<file path="src/rtl/apdu_pkg.sv">
// shared codes, status words and sizes for the command interpreter
package apdu_pkg;
  // instruction codes
  localparam logic [7:0] INS_SELECT   = 8'hA4,
                         INS_STATUS   = 8'hF2,
                         INS_RD_BIN   = 8'hB0,
                         INS_UPD_BIN  = 8'hD6,
                         INS_RD_REC   = 8'hB2,
                         INS_UPD_REC  = 8'hDC,
                         INS_SEARCH   = 8'hA2,
                         INS_INCREASE = 8'h32,
                         INS_RETRIEVE = 8'hCB,
                         INS_SET_DATA = 8'hDB,
                         INS_VERIFY   = 8'h20,
                         INS_CHG_PIN  = 8'h24,
                         INS_DIS_PIN  = 8'h26,
                         INS_ENA_PIN  = 8'h28,
                         INS_UNBLOCK  = 8'h2C,
                         INS_DEACT    = 8'h04,
                         INS_ACT      = 8'h44,
                         INS_AUTH_A   = 8'h88,
                         INS_AUTH_B   = 8'h89,
                         INS_CHAL     = 8'h84,
                         INS_TPROF    = 8'h10,
                         INS_ENVELOPE = 8'hC2,
                         INS_FETCH    = 8'h12,
                         INS_TRSP     = 8'h14,
                         INS_CHANNEL  = 8'h70,
                         INS_GET_RSP  = 8'hC0;
  // class byte, unused byte, Le limit and sizes
  localparam logic [7:0] CLA_TOOLKIT = 8'h80;
  localparam logic [3:0] CLS_0X      = 4'h0,
                         CLS_8X      = 4'h8,
                         CLS_AX      = 4'hA;
  localparam logic [7:0] BYTE_UNUSED = 8'h00;
  localparam logic [8:0] LE_MAX      = 9'h100;
  localparam int         HDR_BYTES   = 4;
  localparam int         FIFO_DEPTH  = 8;
  // status bytes
  localparam logic [7:0] SW1_NORMAL  = 8'h90,
                         SW1_PEND    = 8'h91,
                         SW1_BUSY    = 8'h93,
                         SW1_WARN    = 8'h62,
                         SW1_WARN_X  = 8'h63,
                         SW1_EXEC_NC = 8'h64,
                         SW1_EXEC_CH = 8'h65,
                         SW1_BAD_INS = 8'h6D;
  localparam logic [7:0] SW2_NONE    = 8'h00,
                         SW2_CORRUPT = 8'h81,
                         SW2_EOF     = 8'h82,
                         SW2_INVAL   = 8'h83,
                         SW2_TERM    = 8'h85,
                         SW2_MORE    = 8'hF1,
                         SW2_MORE_PD = 8'hF2,
                         SW2_AUTH    = 8'hF3,
                         SW2_MEM     = 8'h81;
  localparam logic [3:0] SW2_RETRY_HI = 4'hC;
  typedef enum logic [4:0] {
    ST_OK, ST_PEND, ST_BUSY, ST_WARN, ST_CORRUPT, ST_EOF, ST_INVAL, ST_TERM,
    ST_MORE, ST_MORE_PEND, ST_AUTH, ST_EXPECT, ST_EXPECT_PEND, ST_RETRY,
    ST_NV_SAME, ST_NV_CHANGED, ST_MEMORY
  } status_t;
endpackage

</file>
<file path="src/rtl/apdu_link_if.sv">
// byte link between terminal and card
`timescale 1ns/100ps
`default_nettype none
interface apdu_link_if;
  logic       cmd_valid;
  logic       cmd_ready;
  logic [7:0] cmd_data;
  logic       rsp_valid;
  logic       rsp_ready;
  logic       rsp_last;
  logic [7:0] rsp_data;
  modport card (input cmd_valid, input cmd_data, input rsp_ready,
                output cmd_ready, output rsp_valid, output rsp_data, output rsp_last);
  modport term (output cmd_valid, output cmd_data, output rsp_ready,
                input cmd_ready, input rsp_valid, input rsp_data, input rsp_last);
endinterface
`default_nettype wire

</file>
<file path="src/rtl/byte_fifo.sv">
// synchronous fifo with valid and ready on both sides
`timescale 1ns/100ps
`default_nettype none
module byte_fifo #(
  parameter int WIDTH = 8,
  parameter int DEPTH = 8
) (
  input  wire logic             ref_clk,
  input  wire logic             reset,
  input  wire logic             in_valid,
  input  wire logic [WIDTH-1:0] in_data,
  output logic                  in_ready,
  output logic                  out_valid,
  output logic      [WIDTH-1:0] out_data,
  input  wire logic             out_ready
);
  localparam int AW = (DEPTH > 1) ? $clog2(DEPTH) : 1;
  localparam int CW = $clog2(DEPTH + 1);
  logic [WIDTH-1:0] mem [DEPTH];
  logic [AW-1:0]    wr_ptr_reg;
  logic [AW-1:0]    rd_ptr_reg;
  logic [CW-1:0]    count_reg;
  logic             push;
  logic             pop;

  assign in_ready  = (count_reg != CW'(DEPTH));
  assign out_valid = (count_reg != '0);
  assign out_data  = mem[rd_ptr_reg];
  assign push      = in_valid && in_ready;
  assign pop       = out_valid && out_ready;

  always_ff @(posedge ref_clk) begin
    if (push) begin
      mem[wr_ptr_reg] <= in_data;
    end
  end

  always_ff @(posedge ref_clk or posedge reset) begin
    if (reset) begin
      wr_ptr_reg <= '0;
      rd_ptr_reg <= '0;
      count_reg  <= '0;
    end else begin
      if (push) begin
        wr_ptr_reg <= (wr_ptr_reg == AW'(DEPTH - 1)) ? '0 : wr_ptr_reg + 1'b1;
      end
      if (pop) begin
        rd_ptr_reg <= (rd_ptr_reg == AW'(DEPTH - 1)) ? '0 : rd_ptr_reg + 1'b1;
      end
      count_reg <= count_reg + CW'(push) - CW'(pop);
    end
  end
endmodule
`default_nettype wire

</file>
<file path="src/rtl/apdu_card.sv">
// card end: command header decode, body handling and status encoding
// Overview of operation
// - recognise documented instruction codes
// - toolkit commands need class exactly 80
// - terminal sends unused P1/P2 as 00
// - Lc gives count of following data bytes
// - terminal data field is 1 to 255
// - terminal omits Le when expecting nothing; this terminal always sends a fifth length byte, req_len
// - Le of 00 means up to 256
// - with Le 00 return 1 to 256; the card returns no data when app_lr is 0
// - response is data then SW1, SW2
// - normal ending gives 90 00
// - pending proactive gives 91 and length
// - toolkit busy gives 93 00
// - plain warning gives 62 00
// - 62 with 81, 82, 83, 85 warnings
// - 62 with F1, F2, F3 warnings
// - 63 F1 and 63 F2 more expected
// - 63 CX gives retry count
// - on PIN verify CX gives attempts left
// - execution errors 64 00, 65 00, 65 81
// - class low two bits select channel
// - class upper nibble gives command family
// - unknown instruction answers 6D 00
`timescale 1ns/100ps
`default_nettype none
module apdu_card #(
  parameter int FIFO_DEPTH = apdu_pkg::FIFO_DEPTH
) (
  input  wire logic              ref_clk,
  input  wire logic              reset,
  apdu_link_if.card              link,
  output logic                   cmd_start,
  output logic [7:0]             cmd_cla,
  output logic [7:0]             cmd_ins,
  output logic [7:0]             cmd_p1,
  output logic [7:0]             cmd_p2,
  output logic [1:0]             cmd_chan,
  output logic [1:0]             cmd_family,
  output logic                   cmd_outgoing,
  output logic [8:0]             cmd_len,
  output logic                   dat_valid,
  output logic [7:0]             dat_byte,
  input  wire logic              app_done,
  input  wire apdu_pkg::status_t app_status,
  input  wire logic [7:0]        app_arg,
  input  wire logic [8:0]        app_lr,
  input  wire logic              app_rsp_valid,
  input  wire logic [7:0]        app_rsp_data,
  output logic                   app_rsp_ready,
  output logic                   idle
);
  typedef enum logic [6:0] {
    S_HDR   = 7'b0000001,
    S_LEN   = 7'b0000010,
    S_DATA  = 7'b0000100,
    S_EXEC  = 7'b0001000,
    S_RDATA = 7'b0010000,
    S_SW1   = 7'b0100000,
    S_SW2   = 7'b1000000
  } state_t;

  state_t      state_reg;
  logic [7:0]  hdr_reg [apdu_pkg::HDR_BYTES];
  logic [1:0]  hdr_cnt_reg;
  logic [8:0]  left_reg;
  logic [8:0]  le_reg;
  logic [7:0]  sw1_reg;
  logic [7:0]  sw2_reg;
  logic        fifo_valid;
  logic [7:0]  fifo_data;
  logic        take;
  logic        pop;
  logic [1:0]  dec;
  logic        slot_free;
  logic        rsp_take;

  // family-checked decode: {known, sends response data}
  function automatic logic [1:0] ins_decode(input logic [7:0] cla, input logic [7:0] ins);
    logic f0;
    logic f8;
    logic ft;
    f0 = (cla[7:4] == apdu_pkg::CLS_0X) || (cla[7:4] == apdu_pkg::CLS_AX);
    f8 = (cla[7:4] == apdu_pkg::CLS_8X);
    ft = (cla == apdu_pkg::CLA_TOOLKIT);
    case (ins)
      apdu_pkg::INS_SELECT, apdu_pkg::INS_UPD_BIN, apdu_pkg::INS_UPD_REC,
      apdu_pkg::INS_SEARCH, apdu_pkg::INS_VERIFY, apdu_pkg::INS_CHG_PIN,
      apdu_pkg::INS_DIS_PIN, apdu_pkg::INS_ENA_PIN, apdu_pkg::INS_UNBLOCK,
      apdu_pkg::INS_DEACT, apdu_pkg::INS_ACT, apdu_pkg::INS_AUTH_A,
      apdu_pkg::INS_AUTH_B, apdu_pkg::INS_CHANNEL: return {f0, 1'b0};
      apdu_pkg::INS_RD_BIN, apdu_pkg::INS_RD_REC, apdu_pkg::INS_CHAL,
      apdu_pkg::INS_GET_RSP: return {f0, 1'b1};
      apdu_pkg::INS_STATUS, apdu_pkg::INS_RETRIEVE: return {f8, 1'b1};
      apdu_pkg::INS_INCREASE, apdu_pkg::INS_SET_DATA: return {f8, 1'b0};
      apdu_pkg::INS_FETCH: return {ft, 1'b1};
      apdu_pkg::INS_TPROF, apdu_pkg::INS_ENVELOPE, apdu_pkg::INS_TRSP: return {ft, 1'b0};
      default: return 2'b00;
    endcase
  endfunction

  function automatic logic [15:0] sw_encode(input apdu_pkg::status_t st, input logic [7:0] arg);
    case (st)
      apdu_pkg::ST_OK:          return {apdu_pkg::SW1_NORMAL, apdu_pkg::SW2_NONE};
      apdu_pkg::ST_PEND:        return {apdu_pkg::SW1_PEND, arg};
      apdu_pkg::ST_BUSY:        return {apdu_pkg::SW1_BUSY, apdu_pkg::SW2_NONE};
      apdu_pkg::ST_WARN:        return {apdu_pkg::SW1_WARN, apdu_pkg::SW2_NONE};
      apdu_pkg::ST_CORRUPT:     return {apdu_pkg::SW1_WARN, apdu_pkg::SW2_CORRUPT};
      apdu_pkg::ST_EOF:         return {apdu_pkg::SW1_WARN, apdu_pkg::SW2_EOF};
      apdu_pkg::ST_INVAL:       return {apdu_pkg::SW1_WARN, apdu_pkg::SW2_INVAL};
      apdu_pkg::ST_TERM:        return {apdu_pkg::SW1_WARN, apdu_pkg::SW2_TERM};
      apdu_pkg::ST_MORE:        return {apdu_pkg::SW1_WARN, apdu_pkg::SW2_MORE};
      apdu_pkg::ST_MORE_PEND:   return {apdu_pkg::SW1_WARN, apdu_pkg::SW2_MORE_PD};
      apdu_pkg::ST_AUTH:        return {apdu_pkg::SW1_WARN, apdu_pkg::SW2_AUTH};
      apdu_pkg::ST_EXPECT:      return {apdu_pkg::SW1_WARN_X, apdu_pkg::SW2_MORE};
      apdu_pkg::ST_EXPECT_PEND: return {apdu_pkg::SW1_WARN_X, apdu_pkg::SW2_MORE_PD};
      // retries done, or attempts left after a failed PIN check
      apdu_pkg::ST_RETRY:       return {apdu_pkg::SW1_WARN_X, apdu_pkg::SW2_RETRY_HI, arg[3:0]};
      apdu_pkg::ST_NV_SAME:     return {apdu_pkg::SW1_EXEC_NC, apdu_pkg::SW2_NONE};
      apdu_pkg::ST_NV_CHANGED:  return {apdu_pkg::SW1_EXEC_CH, apdu_pkg::SW2_NONE};
      apdu_pkg::ST_MEMORY:      return {apdu_pkg::SW1_EXEC_CH, apdu_pkg::SW2_MEM};
      default:                  return {apdu_pkg::SW1_NORMAL, apdu_pkg::SW2_NONE};
    endcase
  endfunction

  // command bytes are buffered; the interpreter stalls them while executing
  assign take = (state_reg == S_HDR) || (state_reg == S_LEN) || (state_reg == S_DATA);
  assign pop  = take && fifo_valid;
  assign dec  = ins_decode(hdr_reg[0], hdr_reg[1]);
  assign slot_free = !link.rsp_valid || link.rsp_ready;
  assign rsp_take  = app_rsp_ready && app_rsp_valid;

  byte_fifo #(
    .WIDTH (8),
    .DEPTH (FIFO_DEPTH)
  ) u_cmd_fifo (
    .ref_clk   (ref_clk),
    .reset     (reset),
    .in_valid  (link.cmd_valid),
    .in_data   (link.cmd_data),
    .in_ready  (link.cmd_ready),
    .out_valid (fifo_valid),
    .out_data  (fifo_data),
    .out_ready (take)
  );

  // sequencing
  always_ff @(posedge ref_clk or posedge reset) begin
    if (reset) begin
      state_reg   <= S_HDR;
      hdr_cnt_reg <= '0;
      left_reg    <= '0;
      le_reg      <= '0;
      sw1_reg     <= '0;
      sw2_reg     <= '0;
    end else begin
      case (state_reg)
        S_HDR: begin
          if (pop) begin
            hdr_cnt_reg <= hdr_cnt_reg + 2'd1;
            if (hdr_cnt_reg == 2'(apdu_pkg::HDR_BYTES - 1)) begin
              state_reg <= S_LEN;
            end
          end
        end
        S_LEN: begin
          if (pop) begin
            if (!dec[1]) begin
              {sw1_reg, sw2_reg} <= {apdu_pkg::SW1_BAD_INS, apdu_pkg::SW2_NONE};
              left_reg  <= '0;
              state_reg <= S_SW1;
            end else if (dec[0]) begin
              le_reg    <= (fifo_data == apdu_pkg::BYTE_UNUSED) ? apdu_pkg::LE_MAX
                           : {1'b0, fifo_data};
              state_reg <= S_EXEC;
            end else if (fifo_data != apdu_pkg::BYTE_UNUSED) begin
              left_reg  <= {1'b0, fifo_data};
              state_reg <= S_DATA;
            end else begin
              state_reg <= S_EXEC;
            end
          end
        end
        S_DATA: begin
          if (pop) begin
            left_reg <= left_reg - 9'd1;
            if (left_reg == 9'd1) begin
              state_reg <= S_EXEC;
            end
          end
        end
        S_EXEC: begin
          if (app_done) begin
            {sw1_reg, sw2_reg} <= sw_encode(app_status, app_arg);
            // data only on outgoing commands, never past Le
            left_reg  <= !cmd_outgoing ? 9'd0 : (app_lr > le_reg) ? le_reg : app_lr;
            state_reg <= (cmd_outgoing && app_lr != 9'd0) ? S_RDATA : S_SW1;
          end
        end
        S_RDATA: begin
          if (rsp_take) begin
            left_reg <= left_reg - 9'd1;
            if (left_reg == 9'd1) begin
              state_reg <= S_SW1;
            end
          end
        end
        S_SW1: begin
          if (slot_free) begin
            state_reg <= S_SW2;
          end
        end
        S_SW2: begin
          if (slot_free) begin
            hdr_cnt_reg <= '0;
            state_reg   <= S_HDR;
          end
        end
        default: state_reg <= S_HDR;
      endcase
    end
  end

  // header capture and decoded command outputs
  always_ff @(posedge ref_clk or posedge reset) begin
    if (reset) begin
      for (int i = 0; i < apdu_pkg::HDR_BYTES; i++) begin
        hdr_reg[i] <= '0;
      end
      cmd_start    <= 1'b0;
      cmd_cla      <= '0;
      cmd_ins      <= '0;
      cmd_p1       <= '0;
      cmd_p2       <= '0;
      cmd_chan     <= '0;
      cmd_family   <= '0;
      cmd_outgoing <= 1'b0;
      cmd_len      <= '0;
    end else begin
      cmd_start <= 1'b0;
      if (state_reg == S_HDR && pop) begin
        hdr_reg[hdr_cnt_reg] <= fifo_data;
      end
      if (state_reg == S_LEN && pop && dec[1]) begin
        cmd_start    <= 1'b1;
        cmd_cla      <= hdr_reg[0];
        cmd_ins      <= hdr_reg[1];
        cmd_p1       <= hdr_reg[2];
        cmd_p2       <= hdr_reg[3];
        cmd_chan     <= hdr_reg[0][1:0];
        cmd_family   <= (hdr_reg[0][7:4] == apdu_pkg::CLS_8X) ? 2'd1 :
                        (hdr_reg[0][7:4] == apdu_pkg::CLS_AX) ? 2'd2 : 2'd0;
        cmd_outgoing <= dec[0];
        cmd_len      <= (dec[0] && fifo_data == apdu_pkg::BYTE_UNUSED) ? apdu_pkg::LE_MAX
                        : {1'b0, fifo_data};
      end
    end
  end

  // command data handed to the application
  always_ff @(posedge ref_clk or posedge reset) begin
    if (reset) begin
      dat_valid <= 1'b0;
      dat_byte  <= '0;
    end else begin
      dat_valid <= (state_reg == S_DATA) && pop;
      if ((state_reg == S_DATA) && pop) begin
        dat_byte <= fifo_data;
      end
    end
  end

  // response pull: ready is offered only while the output slot is empty
  always_ff @(posedge ref_clk or posedge reset) begin
    if (reset) begin
      app_rsp_ready <= 1'b0;
    end else begin
      app_rsp_ready <= (state_reg == S_RDATA) && !rsp_take && !link.rsp_valid
                       && (left_reg != 9'd0);
    end
  end

  // response byte slot toward the terminal
  always_ff @(posedge ref_clk or posedge reset) begin
    if (reset) begin
      link.rsp_valid <= 1'b0;
      link.rsp_data  <= '0;
      link.rsp_last  <= 1'b0;
    end else begin
      if (link.rsp_valid && link.rsp_ready) begin
        link.rsp_valid <= 1'b0;
        link.rsp_last  <= 1'b0;
      end
      if (rsp_take) begin
        link.rsp_valid <= 1'b1;
        link.rsp_data  <= app_rsp_data;
      end else if (state_reg == S_SW1 && slot_free) begin
        link.rsp_valid <= 1'b1;
        link.rsp_data  <= sw1_reg;
      end else if (state_reg == S_SW2 && slot_free) begin
        link.rsp_valid <= 1'b1;
        link.rsp_data  <= sw2_reg;
        link.rsp_last  <= 1'b1;
      end
    end
  end

  always_ff @(posedge ref_clk or posedge reset) begin
    if (reset) begin
      idle <= 1'b1;
    end else begin
      idle <= (state_reg == S_HDR) && (hdr_cnt_reg == 2'd0) && !pop;
    end
  end
endmodule
`default_nettype wire

</file>
<file path="src/flat_wrapper.sv">
// flat-port wrapper written by rule: the top's interface ports become plain ports
module apdu_card_flat 
#(
  parameter int FIFO_DEPTH = apdu_pkg::FIFO_DEPTH
)
  (ref_clk, reset, cmd_start, cmd_cla, cmd_ins, cmd_p1, cmd_p2, cmd_chan, cmd_family, cmd_outgoing, cmd_len, dat_valid, dat_byte, app_done, app_status, app_arg, app_lr, app_rsp_valid, app_rsp_data, app_rsp_ready, idle, link_cmd_valid, link_cmd_data, link_rsp_ready, link_cmd_ready, link_rsp_valid, link_rsp_data, link_rsp_last);
  apdu_link_if link_i ();
  input  wire logic ref_clk;
  input  wire logic reset;
  output logic cmd_start;
  output logic [7:0] cmd_cla;
  output logic [7:0] cmd_ins;
  output logic [7:0] cmd_p1;
  output logic [7:0] cmd_p2;
  output logic [1:0] cmd_chan;
  output logic [1:0] cmd_family;
  output logic cmd_outgoing;
  output logic [8:0] cmd_len;
  output logic dat_valid;
  output logic [7:0] dat_byte;
  input  wire logic app_done;
  input  wire apdu_pkg::status_t app_status;
  input  wire logic [7:0] app_arg;
  input  wire logic [8:0] app_lr;
  input  wire logic app_rsp_valid;
  input  wire logic [7:0] app_rsp_data;
  output logic app_rsp_ready;
  output logic idle;
  input wire logic [$bits(link_i.cmd_valid)-1:0] link_cmd_valid;
  input wire logic [$bits(link_i.cmd_data)-1:0] link_cmd_data;
  input wire logic [$bits(link_i.rsp_ready)-1:0] link_rsp_ready;
  output wire logic [$bits(link_i.cmd_ready)-1:0] link_cmd_ready;
  output wire logic [$bits(link_i.rsp_valid)-1:0] link_rsp_valid;
  output wire logic [$bits(link_i.rsp_data)-1:0] link_rsp_data;
  output wire logic [$bits(link_i.rsp_last)-1:0] link_rsp_last;
  assign link_i.cmd_valid = link_cmd_valid;
  assign link_i.cmd_data = link_cmd_data;
  assign link_i.rsp_ready = link_rsp_ready;
  assign link_cmd_ready = link_i.cmd_ready;
  assign link_rsp_valid = link_i.rsp_valid;
  assign link_rsp_data = link_i.rsp_data;
  assign link_rsp_last = link_i.rsp_last;
  apdu_card #(.FIFO_DEPTH(FIFO_DEPTH)) u_core (.ref_clk(ref_clk), .reset(reset), .link(link_i), .cmd_start(cmd_start), .cmd_cla(cmd_cla), .cmd_ins(cmd_ins), .cmd_p1(cmd_p1), .cmd_p2(cmd_p2), .cmd_chan(cmd_chan), .cmd_family(cmd_family), .cmd_outgoing(cmd_outgoing), .cmd_len(cmd_len), .dat_valid(dat_valid), .dat_byte(dat_byte), .app_done(app_done), .app_status(app_status), .app_arg(app_arg), .app_lr(app_lr), .app_rsp_valid(app_rsp_valid), .app_rsp_data(app_rsp_data), .app_rsp_ready(app_rsp_ready), .idle(idle));
endmodule
</file>
<file path="config.mk">
export PLATFORM = sky130hd
export DESIGN_NAME = apdu_card_flat
export DESIGN_NICKNAME = d
export VERILOG_FILES = /design/src/rtl/apdu_pkg.sv /design/src/rtl/apdu_link_if.sv /design/src/rtl/byte_fifo.sv /design/src/rtl/apdu_card.sv /design/src/flat_wrapper.sv
export SDC_FILE = /design/constraint.sdc
export NUM_CORES = 1
export LEC_CHECK = 0
export ABC_AREA = 1
export ABC_CLOCK_PERIOD_IN_PS = 7600
export BUFFER_PORTS_ARGS = -buffer_cell sky130_fd_sc_hd__buf_2
export CAP_MARGIN = 15
export CORE_ASPECT_RATIO = 2
export CORE_UTILIZATION = 60
export DETAILED_ROUTE_END_ITERATION = 8
export PLACE_DENSITY = 0.9
export SYNTH_ARGS = -nofsm -noshare
export SYNTH_HDL_FRONTEND = slang
export SYNTH_SLANG_ARGS = --single-unit
</file>
<file path="constraint.sdc">
create_clock -name ref_clk -period 7.6 [get_ports ref_clk]
set_input_delay 0.76 -clock ref_clk [delete_from_list [all_inputs] [get_ports ref_clk]]
set_output_delay 0.76 -clock ref_clk [all_outputs]
set_load 0.1 [all_outputs]
</file>
* Yosys cells after proc, flatten, opt, wreduce, memory -nomap -nowiden
Memories as Yosys holds them, arrays and structs flattened. Index checks and enable logic that the tools add are counted.
Word-level totals: output and inout port bits 69, memories 1, input bits 44, bits in writable memories 64, register bits 153
Memories:
- u_core.u_cmd_fifo.mem | words 8, width 8, read ports 1, clocked after Yosys merged registers in 0, write ports 1, RTL line byte_fifo.sv:19 | logic [WIDTH-1:0] mem [DEPTH];
Cells by class: add/sub/neg operators 6, equality and inequality tests 70, mux-type cells 61, bitwise logic cells 1, reductions and logical operators 47, $lt $le $gt $ge 3
Operators by type and width (number):
- 16-bit one-hot mux with 16 select lines | 1
- 8-bit equality test (second input constant) | 15
- 9-bit two-way mux | 11
- 7-bit two-way mux | 12
- 8-bit two-way mux | 10
- 7-bit one-hot mux with 7 select lines | 1
- 8-bit by 6-bit equality test with 1-bit output (second input constant) | 6
- 5-bit by 4-bit equality test with 1-bit output (second input constant) | 8
- 9-bit one-hot mux with 4 select lines | 1
- 32-bit bitwise mux | 1
- 8-bit one-hot mux with 2 select lines | 2
- 8-bit by 5-bit equality test with 1-bit output (second input constant) | 3
- 5-bit by 3-bit equality test with 1-bit output (second input constant) | 4
- 1-bit logical AND | 18
- 9-bit nonzero test | 2
- 8-bit demux with 2-bit select | 1
- 8-bit by 7-bit equality test with 1-bit output (second input constant) | 2
- 2-bit by 1-bit inequality test with 1-bit output (second input constant) | 8
- 14-bit OR reduction | 1
- 2-bit one-hot mux with 6 select lines | 1
- 4-bit nonzero test | 3
- 1-bit two-way mux | 11
- 5-bit by 2-bit equality test with 1-bit output (second input constant) | 2
- 10-bit AND reduction | 1
- 45 further kinds | 63

* Longest topological paths before layout
Gate-level depths: netlist of run 1.
depth after elaboration 7, mapped depth 17, mapped depth without buffers 16

* Cells and area by module
Synthesis of run 1 repeated with hierarchy kept, for this count alone.
Unflattened totals: cells, all modules 1288, area total of the unflattened synthesis 10647.7 um^2
Modules (own cells, without submodules):
- apdu_card | area each 7163.1 um^2, cells an instance 938, sequential area each 3480.8 um^2, times used 1
- byte_fifo | area each 3484.6 um^2, cells an instance 350, sequential area each 2172.1 um^2, times used 1

* Worst setup path before layout of run 1
No wires, ideal clock.
path kind reg2reg, from reg u_core.u_cmd_fifo.count_reg[2], to reg u_core.u_cmd_fifo.count_reg[2], period minus slack after synthesis 2.645 ns, required time 7.477 ns, arrival time 2.523 ns, slack 4.955 ns, stages on the path, launching flop included 11, library setup time 0.123 ns, cell sequence dfrtp_1 > inv_1 > ha_1 > nand2_1 > nand2_1 > ha_1 > inv_1 > ha_1 > inv_1 > fa_1 > xnor2_1
On the way: longest elaborated chain between the ends 4, elaborated cells on any way between the ends 6, classes of those cells add/sub (2); eq/ne (1); reduce/logical (3)
RTL lines:
- start, declared | RTL line byte_fifo.sv:22 | logic [CW-1:0] count_reg;
- start signal, assigned | RTL line byte_fifo.sv:50 | count_reg <= count_reg + CW'(push) - CW'(pop);
- 4-bit inequality test | RTL line byte_fifo.sv:26 | assign in_ready = (count_reg != CW'(DEPTH));
- net link_cmd_ready | RTL line flat_wrapper.sv:32 | output wire logic [$bits(link_i.cmd_ready)-1:0] link_cmd_ready;
- 1-bit logical AND | RTL line byte_fifo.sv:29 | assign push = in_valid && in_ready;
- 4-bit by 1-bit adder with 4-bit output | RTL line byte_fifo.sv:50
- 4-bit by 1-bit subtractor with 4-bit output | RTL line byte_fifo.sv:50
The timed path passes the listed nets, and every way through them passes these cells. A chain may end at the register's enable or synchronous reset.

* Final worst setup path of run 1
from reg u_core.u_cmd_fifo.rd_ptr_reg[1], to reg u_core.left_reg[1]
On the way: longest elaborated chain between the ends 6, elaborated cells on any way between the ends 9, classes of those cells eq/ne (1); mux (5); reduce/logical (2); memory (1)
RTL lines:
- start, declared | RTL line byte_fifo.sv:21 | logic [AW-1:0] rd_ptr_reg;
- start signal, assigned | RTL line byte_fifo.sv:48 | rd_ptr_reg <= (rd_ptr_reg == AW'(DEPTH - 1)) ? '0 : rd_ptr_reg + 1'b1;
- memory 8 x 8 bit (*)
- 9-bit two-way mux | RTL line apdu_card.sv:176 | end else if (fifo_data != apdu_pkg::BYTE_UNUSED) begin
- 9-bit two-way mux | RTL line apdu_card.sv:172 | end else if (dec[0]) begin
- 9-bit two-way mux | RTL line apdu_card.sv:168 | if (!dec[1]) begin
- 9-bit two-way mux | RTL line apdu_card.sv:167 | if (pop) begin
- 9-bit one-hot mux with 4 select lines | RTL line apdu_card.sv:157 | case (state_reg)
- end signal, assigned | RTL line apdu_card.sv:177 | left_reg <= {1'b0, fifo_data};
- end signal, assigned | RTL line apdu_card.sv:186 | left_reg <= left_reg - 9'd1;
- end signal, assigned | RTL line apdu_card.sv:196 | left_reg <= !cmd_outgoing ? 9'd0 : (app_lr > le_reg) ? le_reg : app_lr;
- end, declared | RTL line apdu_card.sv:66 | logic [8:0] left_reg;
Every way passes the cells marked *; elsewhere a longest branch is shown, timed or not. The select of a mux whose other input is x is not followed.

==> impl_metrics.csv, run 1 <==
group,metric,value,unit
status,result_of_the_run,"finished, final reports clean",
logic_synthesis,synthesis.area,10600,sq um
detailed_routing,drt_first_iter_violations,477,
detailed_routing,vias,8767,
worst_hold_path,worst_hold_path_type,"in2async",
setup_path,source_of_the_worst_register_to_register_timing_path,"u_core.u_cmd_fifo.rd_ptr_reg[1]$_DFFE_PP0P_",
finish,final_layout_size_suffix_gt1_share,14.1,%
sta,fmax,0.350,GHz
sta,slew-limit-headroom,29.3,%
setup_path,worst_path_largest_cell_delay,0.81,ns
setup_path,critPathKind,"reg2reg",
logic_synthesis,seq_area_frac_synth,53.3,%
power_and_ir_drop,p_per_area,371,nW/um^2
power_and_ir_drop,vdd.ir_drop.worst,271,uV
detailed_routing,wl_met1,8400,um
cts,cts_made_buffers,18,
global_routing,gr-usage-all-layers,28.8,%
sta,tightest_slew,1.06,ns
setup_path,cpMostUsedCell,"sky130_fd_sc_hd__nand2_1",
setup_path,critical_path.cell_chain,"inv_2 -> nand2_1 -> nand3_1 -> nand2_1 -> nand2_1 -> nor2_1 -> nand2_1 -> nand2_1 -> nand3_2 -> nand2_2 -> nand2_1 -> nand2_1",
floorplanning,die_y,190,um
setup_path,worst_setup_path_start_kind,"flip-flop",
setup_path,worst_r2r_path_depth,12,
power_and_ir_drop,clockPowerShare,21.3,%
detailed_routing,remaining_number_of_nets_flagged_by_the_antenna_check_after_routing,0,
floorplanning,chipWidth,96.0,um
logic_synthesis,synth-warning-count,0,
global_routing,grt_antenna_before_repair,0,
sta,fin_crit_share,37.6,%
floorplanning,floorplan.core_area,17300,sq um
cts,clkTransAtPathRegs,0.07,ns
detailed_routing,topRoutingLayerUsed,"met4",
floorplanning,die_area,18200,sq um
setup_path,crit_start,"u_core.u_cmd_fifo.rd_ptr_reg[1]$_DFFE_PP0P_",
power_and_ir_drop,net-switching-power,2.00,mW
setup_path,arrival,3.29,ns
detailed_routing,drt_first_pass_iters,5,
logic_synthesis,post_synth.cell_area_avg,8.43,sq um
power_and_ir_drop,intPower,2.38,mW
cts,clock_tree.buffer_depth,3,
global_routing,grt_pass1_wl,40200,um
placement,routabilityCongestion,0.952,
logic_synthesis,syn_inst,1259,
detailed_routing,via_per_inst,5.55,
logic_synthesis,number_of_unique_standard_cell_types_used_by_synthesis,49,
detailed_routing,drc_violations_left,0,
cts,cts_resized,0,
sta,setup_repair_after_global_routing_missed_its_margin,"no",
detailed_routing,met3_length,1390,um
placement,half_perimeter_wire_length_of_the_detailed_placement_result,18500,um
setup_path,critPathCaptureType,"flip-flop",
setup_path,critPathSlowestCell,"sky130_fd_sc_hd__dfrtp_1",
detailed_routing,avgRoutedWirePerCell,16.1,um
power_and_ir_drop,comb_power_share,42.3,%
cts,cts_setup_buffers,0,
logic_synthesis,number_of_flip_flops_and_latches_in_the_synthesized_netlist,213,
cts,cts.root.buffer_cell,"sky130_fd_sc_hd__clkbuf_16",
sta,finalSetupViolCount,0,
global_routing,grt_start_max_net_pins,83,
floorplanning,rows,68,
power_and_ir_drop,leakage,6.00,nW
logic_synthesis,synth_fp_nets,1329,
finish,area_delta_synth_final,11.2,%
power_and_ir_drop,power_switching_share,45.7,%
finish,stdcell_count,1580,
global_routing,grt_pass1_vias,8691,
cts,cts_tree,"done",
sta,setup_total_neg_slack,0,ns
logic_synthesis,async_reset_ff_share,70.0,%
global_routing,grt_overflow,0,
cts,clock_tree.htree_level_count,1,
floorplanning,ios,113,
sta,timing.final.hold_violations,0,
placement,buffer_ports.inserted,112,
floorplanning,initial_core_util,61.4,%
finish,nets,1428,
finish,antenna-diode-count,0,
finish,largest_register_ffs,64,
sta,time_the_final_worst_path_needs_with_i_o_delays_and_setup,2.86,ns
detailed_routing,totalWireLength,25400,um
logic_synthesis,synth_edf_count,64,
power_and_ir_drop,p_seq_share,36.4,%
setup_path,crit_required,8.04,ns
detailed_routing,amount_of_wire_on_met2_after_detailed_routing,13600,um
sta,timing.final.max_slew_violations,0,
run,timing.max_cap.violations,0,
setup_path,critical_path.max_fanout,19,
cts,clkLatencyLatePin,0.50,ns
sta,fin_skew,0.0119,ns
cts,clock_sink_count,213,
logic_synthesis,synth_ff_type,"sky130_fd_sc_hd__dfrtp_1",
cts,total_of_hold_buffers_inserted_after_clock_tree_synthesis,0,
placement,placed_cells_incl_taps,1548,
-- per-stage QoR --
step / util [%] / area (sq um) / hold slack, ns / setup WS [ns] / power [mW]
2_1_floorplan: - / 10600 / 0.450 / 2.84 / 3.01
3_3_place_gp: 64.8 / 11200 / 0.460 / 4.92 / 3.36
3_5_place_dp: 64.8 / 11200 / 0.461 / 4.82 / 3.42
4_1_cts: 68.3 / 11800 / 0.402 / 4.83 / 4.36
5_1_grt: 68.3 / 11800 / 0.416 / 4.53 / 4.60
6_report: 68.3 / 11800 / 0.348 / 4.74 / 4.38
-- cell usage in the layout, fill, tap and decap left out, types with 4 or more instances in the layout --
| cell type | synthesis | layout |
|---|---|---|
| sky130_fd_sc_hd__ha_1 | 25 | 25 |
| sky130_fd_sc_hd__nand2_1 | 386 | 386 |
| sky130_fd_sc_hd__o21ai_1 | 75 | 75 |
| sky130_fd_sc_hd__buf_2 | 13 | 112 |
| sky130_fd_sc_hd__a21oi_1 | 13 | 13 |
| sky130_fd_sc_hd__nor2_2 | 7 | 7 |
| sky130_fd_sc_hd__inv_1 | 166 | 165 |
| sky130_fd_sc_hd__o22ai_1 | 4 | 4 |
| sky130_fd_sc_hd__nand2_2 | 9 | 9 |
| sky130_fd_sc_hd__dfrtp_1 | 147 | 147 |
| sky130_fd_sc_hd__inv_2 | 11 | 11 |
| sky130_fd_sc_hd__nor4_1 | 4 | 4 |
| sky130_fd_sc_hd__o21ai_0 | 49 | 49 |
| sky130_fd_sc_hd__nand3_1 | 95 | 95 |
| sky130_fd_sc_hd__or2_2 | 4 | 4 |
| sky130_fd_sc_hd__o21a_1 | 11 | 11 |
| sky130_fd_sc_hd__edfxtp_1 | 64 | 64 |
| sky130_fd_sc_hd__a31oi_1 | 5 | 5 |
| sky130_fd_sc_hd__nand4_1 | 10 | 10 |
| sky130_fd_sc_hd__clkinv_1 | 2 | 4 |
| sky130_fd_sc_hd__clkbuf_16 | 0 | 19 |
| sky130_fd_sc_hd__nor2_1 | 91 | 91 |
| sky130_fd_sc_hd__nor3_1 | 12 | 12 |
-- synth_stat cells, types with 5 or more instances --
| library cell | count | share of area [%] |
|---|---|---|
| sky130_fd_sc_hd__inv_2 | 11 | 0.39 |
| sky130_fd_sc_hd__ha_1 | 25 | 2.9 |
| sky130_fd_sc_hd__a21oi_1 | 13 | 0.61 |
| sky130_fd_sc_hd__dfrtp_1 | 147 | 35 |
| sky130_fd_sc_hd__nand3_1 | 95 | 4.5 |
| sky130_fd_sc_hd__buf_4 | 10 | 0.71 |
| sky130_fd_sc_hd__o21a_1 | 11 | 0.78 |
| sky130_fd_sc_hd__inv_1 | 166 | 5.9 |
| sky130_fd_sc_hd__nor2_2 | 7 | 0.41 |
| sky130_fd_sc_hd__buf_6 | 9 | 0.96 |
| sky130_fd_sc_hd__a31oi_1 | 5 | 0.29 |
| sky130_fd_sc_hd__o21ai_1 | 75 | 3.5 |
| sky130_fd_sc_hd__buf_2 | 13 | 0.61 |
| sky130_fd_sc_hd__nand4_1 | 10 | 0.59 |
| sky130_fd_sc_hd__o21ai_0 | 49 | 2.3 |
| sky130_fd_sc_hd__nand2_2 | 9 | 0.53 |
| sky130_fd_sc_hd__nor3_1 | 12 | 0.57 |
| sky130_fd_sc_hd__nand2_1 | 386 | 14 |
| sky130_fd_sc_hd__edfxtp_1 | 64 | 18 |
| sky130_fd_sc_hd__nor2_1 | 91 | 3.2 |
-- power by group through the flow --
stage / Combinational, mW / Sequential [mW] / Clock (mW)
CTS: 1.84 / 1.59 / 0.936
global placement: 1.76 / 1.59 / 0
finish: 1.85 / 1.59 / 0.932
floorplan: 1.04 / 1.97 / 0
global route: 2.01 / 1.62 / 0.978
detailed placement: 1.82 / 1.61 / 0
-- path summary, 6_finish.rpt --
path,end,slack (ns)
worst max register to register,u_core.left_reg[1]$_DFFE_PP0P_,4.74
max in group asynchronous,u_core.cmd_p2[5]$_DFFE_PP0P_,5.82
min in group ref_clk,u_core.cmd_cla[5]$_DFFE_PP0P_,0.48
worst min register to register,u_core.cmd_cla[5]$_DFFE_PP0P_,0.48
worst max-delay path,u_core.left_reg[1]$_DFFE_PP0P_,4.74
worst min-delay path,u_core.left_reg[5]$_DFFE_PP0P_,0.35
-- critical path, delay by kind of cell, from the launching register on --
kind | cells | cell delay (ns)
flip-flops | 1 | 0.81
buffers and inverters | 1 | 0.29
AND/OR/NAND/NOR | 11 | 1.66
-- layout make-up --
class / instances / area (sq um)
Clock inverter: 7 / 68.8
Clock buffer: 25 / 528
Multi-Input combinational cell: 830 / 4020
Timing Repair Buffer: 114 / 576
Fill cell: 1335 / 5480
Tap cell: 210 / 263
Sequential cell: 213 / 5650
Inverter: 181 / 689
-- metal layers --
| layer | vias up | global-route usage, % |
|---|---|---|
| met5 | - | 0 |
| met2 | 375 | 52.9 |
| met4 | 0 | 21.2 |
| li1 | 4218 | - |
| met3 | 129 | 3.40 |
| met1 | 4045 | 28.4 |
-- kinds of logic (layout without fill, tap and decap cells) --
| group | count (synthesis) | count (layout) | share of synthesized area (%) |
|---|---|---|---|
| and+or+nand+nor | 636 | 636 | 26.0 |
| buffers and inverters | 216 | 327 | 8.83 |
| DFF | 213 | 213 | 53.3 |
| AOI/OAI and AO/OA | 164 | 164 | 8.37 |
| adders and majority gates | 26 | 26 | 3.14 |
| xor gates and xnor gates | 4 | 4 | 0.330 |
No activity file was read; power rests on OpenSTA's default activity.
==> run 2, diff against run 1 <==
--- a/config.mk
+++ b/config.mk
@@ -6,13 +6,13 @@
 export NUM_CORES = 1
 export LEC_CHECK = 0
 export ABC_AREA = 1
-export ABC_CLOCK_PERIOD_IN_PS = 7600
+export ABC_CLOCK_PERIOD_IN_PS = 2400
 export BUFFER_PORTS_ARGS = -buffer_cell sky130_fd_sc_hd__buf_2
 export CAP_MARGIN = 15
 export CORE_ASPECT_RATIO = 2
-export CORE_UTILIZATION = 60
+export CORE_UTILIZATION = 53
 export DETAILED_ROUTE_END_ITERATION = 8
-export PLACE_DENSITY = 0.9
+export PLACE_DENSITY = 0.85
 export SYNTH_ARGS = -nofsm -noshare
 export SYNTH_HDL_FRONTEND = slang
 export SYNTH_SLANG_ARGS = --single-unit
==> constraint.sdc (replaced) <==
create_clock -name ref_clk -period 2.4 [get_ports ref_clk]
set_input_delay 0.24 -clock ref_clk [delete_from_list [all_inputs] [get_ports ref_clk]]
set_output_delay 0.24 -clock ref_clk [all_outputs]
set_load 0.1 [all_outputs]
==> run 2 against run 1 <==
  * Clock skew up 0.00050 ns
  * Worst setup slack worse by 4.7 ns
  * Combinational power rose to 3.4 times the previous value
  * Sequential share of layout area down 1.7 points
  * Die area up 13%
  * Utilization down 5.4 points
  * Hold slack worse by 0.33 ns
  * Sequential power rose to 3.1 times the previous value
  * Cell area up 3.8%
  * Total power rose to 3.2 times the previous value
  * Largest cell class unchanged
==> impl_metrics.csv, run 2 (same netlist as run 1, synthesis figures left out) <==
group,metric,value,unit
finish,num-fill-cells,1652,
run,timing.max_cap.violations,0,
setup_path,worst_setup_path_start_kind,"flip-flop",
cts,cts_tree,"done",
placement,buffer_ports.inserted,112,
detailed_routing,via_per_inst,5.26,
status,result_of_the_run,"finished, final reports clean",
global_routing,gr-usage-all-layers,25.2,%
global_routing,grt_pass1_vias,8700,
placement,half_perimeter_wire_length_of_the_detailed_placement_result,18600,um
power_and_ir_drop,net-switching-power,6.32,mW
finish,most_common_library_cell_in_the_layout_ignoring_fill_and_taps,"sky130_fd_sc_hd__nand2_1",
power_and_ir_drop,p_seq_share,35.0,%
detailed_routing,remaining_number_of_nets_flagged_by_the_antenna_check_after_routing,0,
sta,timing.final.max_slew_violations,0,
worst_hold_path,worst_hold_path_type,"in2reg",
setup_path,critPathKind,"reg2reg",
power_and_ir_drop,clockPowerShare,20.8,%
floorplanning,chipWidth,102,um
sta,slew-limit-headroom,54.4,%
cts,clock_sink_count,213,
setup_path,worst_r2r_path_depth,13,
floorplanning,rows,72,
finish,largest_register_ffs,64,
detailed_routing,drt_first_pass_iters,5,
floorplanning,die_y,202,um
worst_hold_path,hold-path-cell-count,3,
finish,layout.cells.most_common_list,"384 x sky130_fd_sc_hd__nand2_1, 163 x sky130_fd_sc_hd__inv_1, 146 x sky130_fd_sc_hd__dfrtp_1",
global_routing,grt_overflow,0,
placement,dpl_cell_area,11600,sq um
setup_path,critical_path.max_fanout,3,
setup_path,arrival,2.70,ns
global_routing,grt_antenna_before_repair,0,
cts,clkLatencyLatePin,0.49,ns
sta,time_the_final_worst_path_needs_with_i_o_delays_and_setup,2.33,ns
finish,multi_input_area,4050,sq um
setup_path,source_of_the_worst_register_to_register_timing_path,"u_core.state_reg[0]$_DFFE_PP1P_",
sta,setup_repair_after_global_routing_missed_its_margin,"yes",
floorplanning,initial_core_util,54.5,%
finish,final_layout_size_suffix_gt1_share,17.1,%
power_and_ir_drop,leakage,6.21,nW
finish,antenna-diode-count,0,
finish,nets,1468,
finish,area_delta_synth_final,15.4,%
global_routing,grt_pass1_wl,40700,um
power_and_ir_drop,power_switching_share,44.5,%
sta,fmax,0.430,GHz
sta,tightest_slew,0.683,ns
global_routing,grt_start_max_net_pins,83,
cts,clkTransAtPathRegs,0.07,ns
sta,timing.final.hold_violations,0,
detailed_routing,totalWireLength,24900,um
worst_hold_path,holdCritStartpoint,"app_rsp_data[6]",
detailed_routing,vias,8782,
floorplanning,floorplan.core_area,19500,sq um
setup_path,crit_start,"u_core.state_reg[0]$_DFFE_PP1P_",
placement,routabilityCongestion,0.947,
detailed_routing,drc_violations_left,0,
cts,cts_made_buffers,18,
finish,final_core_util,62.9,%
finish,final_area,12200,sq um
cts,cts.root.buffer_cell,"sky130_fd_sc_hd__clkbuf_16",
setup_path,crit_required,2.78,ns
sta,fin_crit_share,96.9,%
power_and_ir_drop,comb_power_share,44.2,%
sta,fin_skew,0.0124,ns
detailed_routing,avgRoutedWirePerCell,14.9,um
sta,finalSetupViolCount,0,
power_and_ir_drop,vdd.ir_drop.worst,673,uV
power_and_ir_drop,p_per_area,1160,nW/um^2
cts,clock_tree.htree_level_count,1,
finish,stdcell_count,1669,
floorplanning,ios,113,
setup_path,critPathCaptureType,"flip-flop",
placement,placed_cells_incl_taps,1633,
cts,clock_tree.buffer_depth,3,
sta,setup_total_neg_slack,0,ns
power_and_ir_drop,intPower,7.88,mW
detailed_routing,drt_first_iter_violations,377,
finish,register_area,5650,sq um
floorplanning,die_area,20600,sq um
run 2: cell count changes in the layout (fill, tap and decap cells not counted), moves of 3 or more:
cell,before,now
sky130_fd_sc_hd__buf_12,0,4
sky130_fd_sc_hd__clkinv_1,4,1
sky130_fd_sc_hd__clkinv_4,3,0
sky130_fd_sc_hd__clkbuf_1,3,6
sky130_fd_sc_hd__buf_4,2,37
run 2: layer usage:
metal	GRT usage, %	up-vias	part of all wire [%]	wire length, um
met4	17.3	0	7.4	1830
li1	-	4303	-	-
met3	2.77	99	3.8	950
met1	25.2	4129	34	8550
met2	46.9	251	54	13500
met5	0	-	0	0
run 2: final timing paths:
| check | endpoint | slack [ns] |
|---|---|---|
| worst max-delay path | u_core.u_cmd_fifo.count_reg[2]$_DFF_PP0_ | 0.07 |
| worst min-delay path | u_core.link.rsp_data[6]$_DFFE_PP0P_ | 0.02 |
| worst max register to register | u_core.u_cmd_fifo.count_reg[2]$_DFF_PP0_ | 0.07 |
| worst min register to register | u_core.cmd_cla[5]$_DFFE_PP0P_ | 0.47 |
| max in group asynchronous | u_core.idle$_DFF_PP1_ | 1.29 |
| min in group asynchronous | u_core.left_reg[1]$_DFFE_PP0P_ | 0.39 |
run 2: layout make-up:
| class | instances | share of cell area [%] |
|---|---|---|
| inverters | 181 | 5.63 |
| flip-flops and latches | 213 | 46.2 |
| clock inverters | 4 | 0.399 |
| clock buffers | 28 | 4.50 |
| multi-input cells | 830 | 33.1 |
| repair buffers | 154 | 7.58 |
| well taps | 259 | 2.65 |
run 2: power by group through the flow:
stage               sequential, mW  clock, mW  combinational, mW
floorplan                     6.25          0               3.30
global placement              4.99          0               6.02
detailed placement            5.02          0               6.16
CTS                           4.95       2.99               6.24
global route                  5.04       3.13               6.89
finish                        4.96       2.95               6.28
run 2: repair_timing:
item,4_1_cts,5_1_grt
hold buffers,1,0
hold endpoints to repair,23,0
resized for setup,1,9
setup endpoints to repair,2,16
buffers inserted,1,2
pin swaps,1,2
run 2: metrics by stage:
stage	setup slack [ns]	power [mW]	hold WS (ns)
3_3_place_gp	0.130	11.0	0.363
3_5_place_dp	-0.0147	11.2	0.374
6_report	0.0749	14.2	0.0214
2_1_floorplan	0.0129	9.55	0.339
5_1_grt	-0.0420	15.1	0.0171
4_1_cts	0.00108	14.2	0.00750
run 2: critical path: stages, from the launching register on:
cell and delay [ns]:
sky130_fd_sc_hd__dfstp_2 0.57, sky130_fd_sc_hd__nor2_2 0.07, sky130_fd_sc_hd__nand3_2 0.06, sky130_fd_sc_hd__nor2_2 0.05
sky130_fd_sc_hd__inv_2 0.08, sky130_fd_sc_hd__nand3_2 0.10, sky130_fd_sc_hd__nand2_2 0.10, sky130_fd_sc_hd__clkinv_2 0.08
sky130_fd_sc_hd__ha_1 0.28, sky130_fd_sc_hd__inv_1 0.07, sky130_fd_sc_hd__ha_2 0.17, sky130_fd_sc_hd__inv_1 0.05
sky130_fd_sc_hd__fa_1 0.39, sky130_fd_sc_hd__xnor2_1 0.13
